<file path="src/verilog/qdg_pkg.sv">
package qdg_pkg;
   // register addresses on the control port
   localparam logic [7:0] ADDR_C_OFFSET    = 8'h0A;
   localparam logic [7:0] ADDR_D_OFFSET    = 8'h0B;
   localparam logic [7:0] ADDR_A_GAIN      = 8'h0C;
   localparam logic [7:0] ADDR_B_GAIN_MIX  = 8'h0D;
   localparam logic [7:0] ADDR_C_GAIN      = 8'h0E;
   localparam logic [7:0] ADDR_D_GAIN_DLY  = 8'h0F;
   localparam logic [7:0] ADDR_AB_PHASE    = 8'h10;
   // field layouts
   localparam int OFFSET_W    = 13;
   localparam int OFFSET_MSB  = 12;
   localparam int GAIN_W      = 11;
   localparam int GAIN_MSB    = 10;
   localparam int GAIN_FRAC   = 10;
   localparam int MIX_MSB     = 15;
   localparam int MIX_LSB     = 12;
   localparam int DLY_AB_MSB  = 15;
   localparam int DLY_AB_LSB  = 14;
   localparam int DLY_CD_MSB  = 13;
   localparam int DLY_CD_LSB  = 12;
   localparam int DLY_MAX     = 3;
   localparam int PHASE_MSB   = 11;
   // masks of assigned bits, the rest reads zero
   localparam logic [15:0] MASK_OFFSET  = 16'h1FFF;
   localparam logic [15:0] MASK_GAIN    = 16'h07FF;
   localparam logic [15:0] MASK_GAIN_HI = 16'hF7FF;
   localparam logic [15:0] MASK_PHASE   = 16'h0FFF;
   // reset values
   localparam logic [15:0] RST_OFFSET = 16'h0000;
   localparam logic [15:0] RST_GAIN   = 16'h0400;
   localparam logic [15:0] RST_PHASE  = 16'h0000;
   // coarse mixer bit order within the mix field
   localparam int MIX_FS8  = 3;
   localparam int MIX_FS4  = 2;
   localparam int MIX_FS2  = 1;
   localparam int MIX_NFS4 = 0;
endpackage

</file>
<file path="src/verilog/qdg_regs.sv">
`timescale 1ns/1ps
module qdg_regs
   import qdg_pkg::*;
#(
   parameter int SAMPLE_W = 16
)
(
   input  wire logic                       mclk,
   input  wire logic                       reset,
   input  wire logic [7:0]                 addr,
   input  wire logic [15:0]                wdata,
   input  wire logic                       wr,
   input  wire logic                       rd,
   output logic      [15:0]                rdata,
   input  wire logic                       in_valid,
   input  wire logic signed [SAMPLE_W-1:0] in_a,
   input  wire logic signed [SAMPLE_W-1:0] in_b,
   input  wire logic signed [SAMPLE_W-1:0] in_c,
   input  wire logic signed [SAMPLE_W-1:0] in_d,
   output logic signed [SAMPLE_W-1:0]      out_a,
   output logic signed [SAMPLE_W-1:0]      out_b,
   output logic signed [SAMPLE_W-1:0]      out_c,
   output logic signed [SAMPLE_W-1:0]      out_d,
   output logic      [3:0]                 mix_phase
);

   // structure, in short:
   // - five software images, written from the control port
   // - shadow copies for the words that wait for a load trigger
   // - a direct decode of the words that act at once
   // - a registered read mux, so rdata is zero outside a read
   // - a coarse mixer phase accumulator
   // - four gain channels, with an offset on channel D only, feeding per-pair delay lines
   // the C offset and AB phase registers themselves live outside
   // this bank; only their write strobes are seen here, as triggers
   // everything runs on mclk; in_valid is the sample rate enable
   // reset is synchronous and active high throughout
   // rdata and every sample output are registered
   // latency from in_a..in_d to out_a..out_d is one sample plus one cycle plus delay

   // software-visible images
   logic [15:0] reg_d_offset;
   logic [15:0] reg_a_gain;
   logic [15:0] reg_b_gain_mix;
   logic [15:0] reg_c_gain;
   logic [15:0] reg_d_gain_dly;
   // applied values
   // C/D gain, mixer and delay words are plain copies of the images;
   // D offset and A/B gains are shadows with their own load strobes
   logic [OFFSET_MSB:0] chan_d_offset_word;
   logic [GAIN_MSB:0]   chan_a_gain_word;
   logic [GAIN_MSB:0]   chan_b_gain_word;
   logic [GAIN_MSB:0]   chan_c_gain_word;
   logic [GAIN_MSB:0]   chan_d_gain_word;
   logic [1:0]          pair_ab_out_delay;
   logic [1:0]          pair_cd_out_delay;
   logic [3:0]          cmix_sel;
   logic [2:0]          mix_step;
   logic [2:0]          mix_acc;

   // register writes; masking keeps reserved bits zero
   // reserved bits are dropped on the way in, not on the way out,
   // so the stored image and the read value can never disagree
   // writes to unmapped addresses are silently ignored
   // bit 11 is reserved in the mixed registers too, hence MASK_GAIN_HI
   always_ff @(posedge mclk)
   begin
      if (reset)
      begin
         reg_d_offset   <= RST_OFFSET;
         reg_a_gain     <= RST_GAIN;
         reg_b_gain_mix <= RST_GAIN;
         reg_c_gain     <= RST_GAIN;
         reg_d_gain_dly <= RST_GAIN;
      end
      else if (wr)
      begin
         case (addr)
            ADDR_D_OFFSET:   reg_d_offset   <= wdata & MASK_OFFSET;
            ADDR_A_GAIN:     reg_a_gain     <= wdata & MASK_GAIN;
            ADDR_B_GAIN_MIX: reg_b_gain_mix <= wdata & MASK_GAIN_HI;
            ADDR_C_GAIN:     reg_c_gain     <= wdata & MASK_GAIN;
            ADDR_D_GAIN_DLY: reg_d_gain_dly <= wdata & MASK_GAIN_HI;
            default: ;
         endcase
      end
   end

   // applied D offset loads only with the C offset write
   // the D word alone never reaches the datapath; software must
   // finish with the C offset write so both offsets change together
   // the shadow copies the image as it stood before that write edge
   // reset clears the applied word, matching the image reset
   always_ff @(posedge mclk)
   begin
      if (reset)
         chan_d_offset_word <= '0;
      else if (wr && addr == ADDR_C_OFFSET)
         chan_d_offset_word <= reg_d_offset[OFFSET_MSB:0];
   end

   // A/B gains load with the AB phase write; C, D, mixer, delays apply at once
   // the phase register write is the single strobe that moves both
   // gains, avoiding a one-sample mismatch between A and B while
   // software updates them; reset value equals the image reset
   always_ff @(posedge mclk)
   begin
      if (reset)
      begin
         chan_a_gain_word <= RST_GAIN[GAIN_MSB:0];
         chan_b_gain_word <= RST_GAIN[GAIN_MSB:0];
      end
      else if (wr && addr == ADDR_AB_PHASE)
      begin
         chan_a_gain_word <= reg_a_gain[GAIN_MSB:0];
         chan_b_gain_word <= reg_b_gain_mix[GAIN_MSB:0];
      end
   end

   // C/D gains, mixer and delays follow the registers directly
   // no shadow here: these fields take effect on the next sample
   // a change of delay in mid-stream can repeat or skip samples;
   // software should change it while the stream is idle
   always_comb
   begin
      chan_c_gain_word  = reg_c_gain[GAIN_MSB:0];
      chan_d_gain_word  = reg_d_gain_dly[GAIN_MSB:0];
      cmix_sel          = reg_b_gain_mix[MIX_MSB:MIX_LSB];
      pair_ab_out_delay = reg_d_gain_dly[DLY_AB_MSB:DLY_AB_LSB];
      pair_cd_out_delay = reg_d_gain_dly[DLY_CD_MSB:DLY_CD_LSB];
   end

   // read data one cycle after the strobe; unmapped reads zero
   // zero outside a read cycle keeps a shared read bus quiet
   // and makes a stray sample of rdata harmless
   // reads have no side effects on any register
   always_ff @(posedge mclk)
   begin
      if (reset)
         rdata <= 16'h0000;
      else if (rd)
      begin
         case (addr)
            ADDR_D_OFFSET:   rdata <= reg_d_offset;
            ADDR_A_GAIN:     rdata <= reg_a_gain;
            ADDR_B_GAIN_MIX: rdata <= reg_b_gain_mix;
            ADDR_C_GAIN:     rdata <= reg_c_gain;
            ADDR_D_GAIN_DLY: rdata <= reg_d_gain_dly;
            default:         rdata <= 16'h0000;
         endcase
      end
      else
         rdata <= 16'h0000;
   end

   // cascaded mixers: each adds its step in eighths of Fs
   // the four mixers shift by +1, +2, +4 and -2 eighths of Fs;
   // cascading them is a sum modulo eight, so a 3-bit adder suffices
   // -Fs/4 is added as its two's complement, 3'h6 after wrap
   // e.g. Fs/8 with -Fs/4 gives -Fs/8, a step of 7
   always_comb
   begin
      mix_step = 3'h0;
      if (cmix_sel[MIX_FS8])
         mix_step = mix_step + 3'h1;
      if (cmix_sel[MIX_FS4])
         mix_step = mix_step + 3'h2;
      if (cmix_sel[MIX_FS2])
         mix_step = mix_step + 3'h4;
      if (cmix_sel[MIX_NFS4])
         mix_step = mix_step - 3'h2;
   end

   // phase accumulator in eighths of a turn, one step per sample
   // it only moves with in_valid, so a paused stream keeps its phase;
   // it is not cleared when the mix changes
   // wraps naturally at eight, one full turn of the carrier
   always_ff @(posedge mclk)
   begin
      if (reset)
         mix_acc <= 3'h0;
      else if (in_valid)
         mix_acc <= mix_acc + mix_step;
   end

   // exported rotation: accumulated mixer phase, the top bit flags any mixer on
   // bit 3 lets the consumer bypass the rotator when no mixer is on,
   // which saves power in the common unmixed case
   always_ff @(posedge mclk)
   begin
      if (reset)
         mix_phase <= 4'h0;
      else
         mix_phase <= {(cmix_sel != 4'h0), mix_acc};
   end

   // gain and offset datapath, saturating to the sample width
   // product width: sample plus gain plus one guard bit for the
   // zero-extended unsigned gain; the shift by ten fraction bits
   // then brings unity gain back to the input scale
   // saturation rather than wrap: a gain near two or an offset
   // near full scale would otherwise flip the sign of the output
   // the offset is taken as a 13-bit two's complement word
   localparam int PROD_W = SAMPLE_W + GAIN_W + 1;
   logic signed [SAMPLE_W-1:0] in_s   [4];
   logic signed [SAMPLE_W-1:0] corr_s [4];
   logic        [GAIN_MSB:0]   gain_s [4];
   logic signed [SAMPLE_W-1:0] dly_line [4][DLY_MAX+1];

   assign in_s[0]   = in_a;
   assign in_s[1]   = in_b;
   assign in_s[2]   = in_c;
   assign in_s[3]   = in_d;
   assign gain_s[0] = chan_a_gain_word;
   assign gain_s[1] = chan_b_gain_word;
   assign gain_s[2] = chan_c_gain_word;
   assign gain_s[3] = chan_d_gain_word;

   genvar ch;
   generate
      for (ch = 0; ch < 4; ch++)
      begin : g_chan
         logic signed [PROD_W-1:0] prod;
         logic signed [PROD_W-1:0] scaled;
         logic signed [PROD_W-1:0] summed;
         logic signed [PROD_W-1:0] lim_hi;
         logic signed [PROD_W-1:0] lim_lo;
         // unsigned gain, ten fraction bits
         // gain widened by a zero so the signed multiply keeps it positive
         assign prod   = PROD_W'(in_s[ch]) * $signed({1'b0, gain_s[ch]});
         assign scaled = prod >>> GAIN_FRAC;
         // offset only exists for channel D in this bank
         assign summed = (ch == 3) ? scaled + PROD_W'($signed(chan_d_offset_word)) : scaled;
         // limits are built at full product width to compare signed values
         assign lim_hi = PROD_W'({1'b0, {(SAMPLE_W-1){1'b1}}});
         assign lim_lo = -lim_hi - PROD_W'(1);
         assign corr_s[ch] = (summed > lim_hi) ? lim_hi[SAMPLE_W-1:0] :
                             (summed < lim_lo) ? lim_lo[SAMPLE_W-1:0] :
                             summed[SAMPLE_W-1:0];
         // delay taps: tap 0 is the registered corrected sample
         // taps shift only on in_valid, so delay is counted in samples;
         // with in_valid high every cycle that is one DAC clock per step
         // tap 3 is the oldest sample, three samples behind tap 0
         always_ff @(posedge mclk)
         begin
            if (reset)
               for (int t = 0; t <= DLY_MAX; t++)
                  dly_line[ch][t] <= '0;
            else if (in_valid)
            begin
               dly_line[ch][0] <= corr_s[ch];
               for (int t = 1; t <= DLY_MAX; t++)
                  dly_line[ch][t] <= dly_line[ch][t-1];
            end
         end
      end
   endgenerate

   // output tap select per pair, registered at the pins
   // the extra register keeps every output straight from a flop;
   // it adds one fixed cycle of latency common to all four lanes
   // taps are indexed by the live delay field, no glitch-free switching
   always_ff @(posedge mclk)
   begin
      if (reset)
      begin
         out_a <= '0;
         out_b <= '0;
         out_c <= '0;
         out_d <= '0;
      end
      else
      begin
         out_a <= dly_line[0][pair_ab_out_delay];
         out_b <= dly_line[1][pair_ab_out_delay];
         out_c <= dly_line[2][pair_cd_out_delay];
         out_d <= dly_line[3][pair_cd_out_delay];
      end
   end

endmodule

</file>
<file path="config.mk">
export PLATFORM = sky130hd
export DESIGN_NAME = qdg_regs
export DESIGN_NICKNAME = d
export VERILOG_FILES = /design/src/verilog/qdg_pkg.sv /design/src/verilog/qdg_regs.sv
export SDC_FILE = /design/constraint.sdc
export NUM_CORES = 2
export LEC_CHECK = 0
export ABC_AREA = 1
export BUFFER_PORTS_ARGS = -buffer_cell sky130_fd_sc_hd__buf_4
export CORE_MARGIN = 2
export CORE_UTILIZATION = 55
export DETAILED_ROUTE_END_ITERATION = 8
export HOLD_SLACK_MARGIN = 0.12
export PLACE_DENSITY_LB_ADDON = 0.1
export RECOVER_POWER = 50
export SKIP_CTS_REPAIR_TIMING = 1
export SYNTH_ARGS = -nofsm -noshare
export SYNTH_HDL_FRONTEND = slang
export SYNTH_SLANG_ARGS = --single-unit
</file>
<file path="constraint.sdc">
create_clock -name mclk -period 7 [get_ports mclk]
set_clock_uncertainty 0.05 [all_clocks]
set_input_delay 0.7 -clock mclk [delete_from_list [all_inputs] [get_ports mclk]]
set_output_delay 0.7 -clock mclk [all_outputs]
set_load 0.02 [all_outputs]
</file>
; Word-level counts from Yosys, hierarchy flattened
; Memory sizes are Yosys's and may differ from the RTL's.
; Index checks and enable logic that the tools add are counted.
[word_totals]
in_bits = 93
ff_bits = 187
mem_bits_rw = 256
mem_count = 1
[op_classes]
mul = 4
n_addsub = 5
n_eq_ne = 7
mux = 46
n_reduce_logical = 9
bitwise = 19
n_lt_le_gt_ge = 10
[memory_table]
columns = name, words, word_bits, read_ports, rd_ports_with_merged_regs, wr, line_no
row1 = dly_line, 4, 64, 4, 0, 4, qdg_regs.sv:208  ; logic signed [SAMPLE_W-1:0] dly_line [4][DLY_MAX+1];
[ops]
columns = operator, count
row1 = 2-to-1 mux 16 bit, 32
row2 = binary-select mux 16 bit (select 2 bit), 4
row3 = multiplier 16 x 12 -> 28 bit, 4
row4 = one-hot mux 16 bit (5 select lines), 1
row5 = > comparator 18 x 16 -> 1 bit (second input constant), 3
row6 = less-than comparator 18 x 16 -> 1 bit (second input constant), 3
row7 = equality test 8 x 4 -> 1 bit (second input constant), 6
row8 = adder 18 x 13 -> 19 bit, 1
row9 = > comparator 19 x 16 -> 1 bit (second input constant), 1
row10 = less-than comparator 19 x 16 -> 1 bit (second input constant), 1
row11 = bitwise OR 1 bit, 16
row12 = AND reduction 2 bit, 5
row13 = 2-to-1 mux 3 bit, 3
row14 = equality test 8 x 5 -> 1 bit (second input constant), 1
row15 = >= comparator 3 bit (second input constant), 2
row16 = 2-to-1 mux 1 bit, 6
row17 = NOT 2 -> 3 bit, 2
row18 = nonzero test 4 bit, 1
row19 = adder 3 x 2 -> 3 bit (second input constant), 1
row20 = adder 3 bit, 1
row21 = adder 3 bit (second input constant), 1
row22 = subtractor 3 x 2 -> 3 bit (second input constant), 1
row23 = logical AND 1 bit, 2
row24 = OR reduction 2 bit, 1
row25 = NOT 1 bit, 1

; Logic depth before layout (Yosys ltp)
[depth]
ltp_word = 8
ltp_mapped = 37

; Worst setup path after synthesis
; No wires, ideal clock.
[synth_timing]
path_kind = input to register
startpoint = input port reset
endpoint = memory dly_line[0][0] (netlist bit) (enable)
setup_slack_ns = -0.459
setup_time_ns = 1.968
t_arrival_ns = 5.441
n_path_buf = 2
t_required_ns = 4.982
stages = 4
cell_sequence = clkbuf_1 > clkinv_1 > clkbuf_1 > nand2_1
[synth_rtl]
columns = element, line_no
row1 = from (decl), qdg_regs.sv:9  ; input wire logic reset,
row2 = to (decl), qdg_regs.sv:208

==> results.toml <==
[run_status]
outcome = "complete, but fails checks"
failed_checks = "max-capacitance violations, max-slew violations"

[critical_path]
slowest_delay_ns = 0.55
cp_num_buf_inv = 4
ff2ff_setup_slack_ns = 0.35
critical_path.top_delay_family = "adder cells"
critPathKind = "reg2reg"
critPathRequiredTime_ns = 7.22
worstPathMaxFanout = 12
cp.depth = 26
crit_arrival_ns = 6.86
path_common_cell = "fa_1"
cp-start-kind = "flip-flop"
r2r_start = "reg_d_gain_dly[4]"
r2r_cells = 26
critical-path-slowest-cell = "fa_1"
cp-end-kind = "flip-flop"
reg2reg_to = "dly_line[1][126]"

[timing]
worst-slew-pin-transition_ns = 3.720
final-setup-viol-count = 0
fin_tns_setup_ns = 0
worst_slack_ns = 0.3536
fmax_ghz = 0.1505
finalHoldViolations = 0
min_period_ns = 6.646
rsz0062_at_grt = "false"
period_share = 0.9495
slew_headroom = -1.480
holdWs_ns = 0.3973
final_max_slew_viol_count = 318

[die]
die_height_um = 294.4
die_w_um = 294.4
row_count = 106
core_area_mm2 = 0.08356
io_pins = 177
dieArea_mm2 = 0.08667
initial_core_util = 0.5551

[logic_synthesis]
synth-main-ff-cell = "edfxtp_1"
synth_area_per_cell_um2 = 8.068
synthArstFlopShare = 0
synth_most_common_cell = "inv_1"
synth.distinct_cells = 50
synth-edff-count = 256
synth_top_cell_by_area = "fa_1"
ys_ff_latch = 443
ys_top_cells_by_count = "inv_1, nand2_1, fa_1, a21oi_1, nor2_1"
synth_cells = 5749
synth_nets = 6735
yosysWarnings = 0
synth_top_area_frac = 0.2771
synth_area_leaders = "fa_1, edfxtp_1, inv_1"
syn-cell-area_mm2 = 0.04638
yosysSeqAreaShare = 0.2464

[min_path]
hold_class = "in2reg"
hold_end = "rdata[11]"
hp-start = "rd"
hold_depth = 3

[power_and_ir_drop]
switching_power_mw = 1.666
clockPowerShare = 0.376
leakage_nw = 25.36
combPwrFrac = 0.138
swShare = 0.2750
max-vdd-ir-drop_mv = 0.2234
p_per_area_mw_per_mm2 = 121.9
seq_power_share = 0.487
p_int_mw = 4.392

[place]
portBuffers = 176
globalplace.congestion = 0.9121
place_ws_ns = -0.06602
dp_cells = 6814
dp_hpwl_um = 94150

[grt]
antenna_found_initial = 8
grt.met2_usage = 0.4706
use_met3 = 0.02368
overflow = 0
grtUsageMet1 = 0.4022
grt_pass1_wl_um = 193400
grt_pass1_vias = 36055
grtUsageTotal = 0.2821
grt-busiest-layer = "met2"
grt_max_degree = 153

[detailed_routing]
ant_nets = 0
vias_per_cell = 5.181
totalWireLength_um = 118600
drc = 0
vias = 35739
wl_per_cell_um = 17.19
drtPass1Iterations = 5
drt-initial-drc-count = 2290

[cts]
cts_sinks = 443
clock_path_buffers = 3
ctsHtreeMaxLevel = 2
clk_latency_ns = 0.57
cts_root_buf = "clkbuf_16"
cts_buffers = 43
cts_tree = "built"
clk_pin_slew_ns = 0.06

[finish]
layout-drive-gt1-share = 0.06293
final_core_util = 0.5948
instances_no_fill = 6898
layout.nets = 6767
syn_to_final_growth_pct = 7.143

[run]
maxCapViolCount = 5
[how the worst max path moves through the flow]
stage / from / endpoint
2_1_floorplan: in_d[15] / dly_line[1][116]
3_3_place_gp: in_d[11] / dly_line[1][112]
3_5_place_dp: in_d[7] / dly_line[1][121]
4_1_cts: reg_d_gain_dly[6] / dly_line[1][121]
5_1_grt: reg_d_gain_dly[4] / dly_line[1][121]
6_report: reg_d_gain_dly[4] / dly_line[1][126]
[cells by family after synthesis]
group / count (synthesis) / share of synthesized area
AO/OA/AOI/OAI: 788 / 0.09161
adder cells (fa/ha/maj): 893 / 0.3448
flip-flops: 443 / 0.2464
buffers and inverters: 1726 / 0.1425
XOR/XNOR: 84 / 0.01586
AND/OR/NAND/NOR: 1815 / 0.1588
[worst register-to-register path, cell delays in order, from the launching register on]
cell and delay [ns]:
dfxtp_1 0.30, buf_4 0.20, buf_4 0.21, nand2_1 0.08
fa_1 0.48, fa_1 0.52, fa_1 0.55, inv_1 0.05
fa_1 0.49, fa_1 0.41, ha_1 0.38, a21oi_2 0.23
o21ai_1 0.12, a21oi_1 0.19, a21boi_0 0.25, xnor2_1 0.21
ha_1 0.34, a21oi_1 0.14, nand2_1 0.11, nand2_1 0.09
nand2_2 0.08, buf_4 0.16, a21oi_1 0.21, o21ai_0 0.16
xor2_1 0.18, nand2_1 0.08, a21oi_1 0.06
[metal layers]
metal / routed length, µm / share of wire
met3: 5858 / 0.049
met1: 54140 / 0.46
met5: 13 / 0.00011
met4: 2762 / 0.023
met2: 55800 / 0.47
[power by group through the flow]
stage                     Sequential, mW  Clock, mW  Combinational, mW
final                               2.95       2.28              0.834
after global routing                2.96       2.39              0.936
after CTS                           2.95       2.31              0.847
after detailed placement            3.01          0              0.842
after global placement              3.00          0              0.832
after floorplan                     3.01          0              0.539
[cell type report]
cell class                 count  area [µm²]
timing repair buffer         251        1608
sequential                   443       11440
tap                         1080        1351
clock buffer                  60        1191
multi-input combinational   3581       28420
inverter                    1461        5492
clock inverter                20       182.7
antenna                        2       5.005
fill                        7801       33860
[placed cells by master (no fill, tap or decap), types with 10 or more instances in the layout]
cell type and n:
o21bai_1 20, nor3_2 10, dfxtp_1 180, nand2_1 1211, nand2_2 44, o21ai_0 255
a21oi_2 30, xnor2_1 23, nand3_1 79, ha_1 250, nor2_2 14, nand3b_1 10
nor2_1 382, inv_1 1449, fa_1 642, a21oi_1 420, a21o_1 10, nand4_1 16
buf_4 160, xor2_1 60, clkbuf_16 44, edfxtp_1 256, nor3_1 20, clkbuf_1 100
o22ai_1 10
[registers in the layout (all words and copies together), names as in the netlist]
| name | count |
|---|---|
| dly_line | 256 |
| out_a | 16 |
| out_b | 16 |
| out_c | 16 |
| out_d | 16 |
| rdata | 16 |
| reg_b_gain_mix | 15 |
| reg_d_gain_dly | 15 |
| chan_d_offset_word | 13 |
| reg_d_offset | 13 |
| chan_a_gain_word | 11 |
| chan_b_gain_word | 11 |
| reg_a_gain | 11 |
| reg_c_gain | 11 |
| mix_phase | 4 |
| mix_acc | 3 |
[through the flow]
stage	total power [mW]	area (µm²)
2_1_floorplan	3.550	46390
3_3_place_gp	3.834	48550
3_5_place_dp	3.849	48550
4_1_cts	6.106	49920
5_1_grt	6.294	49700
6_report	6.059	49700
No activity file was read; power rests on OpenSTA's default activity.
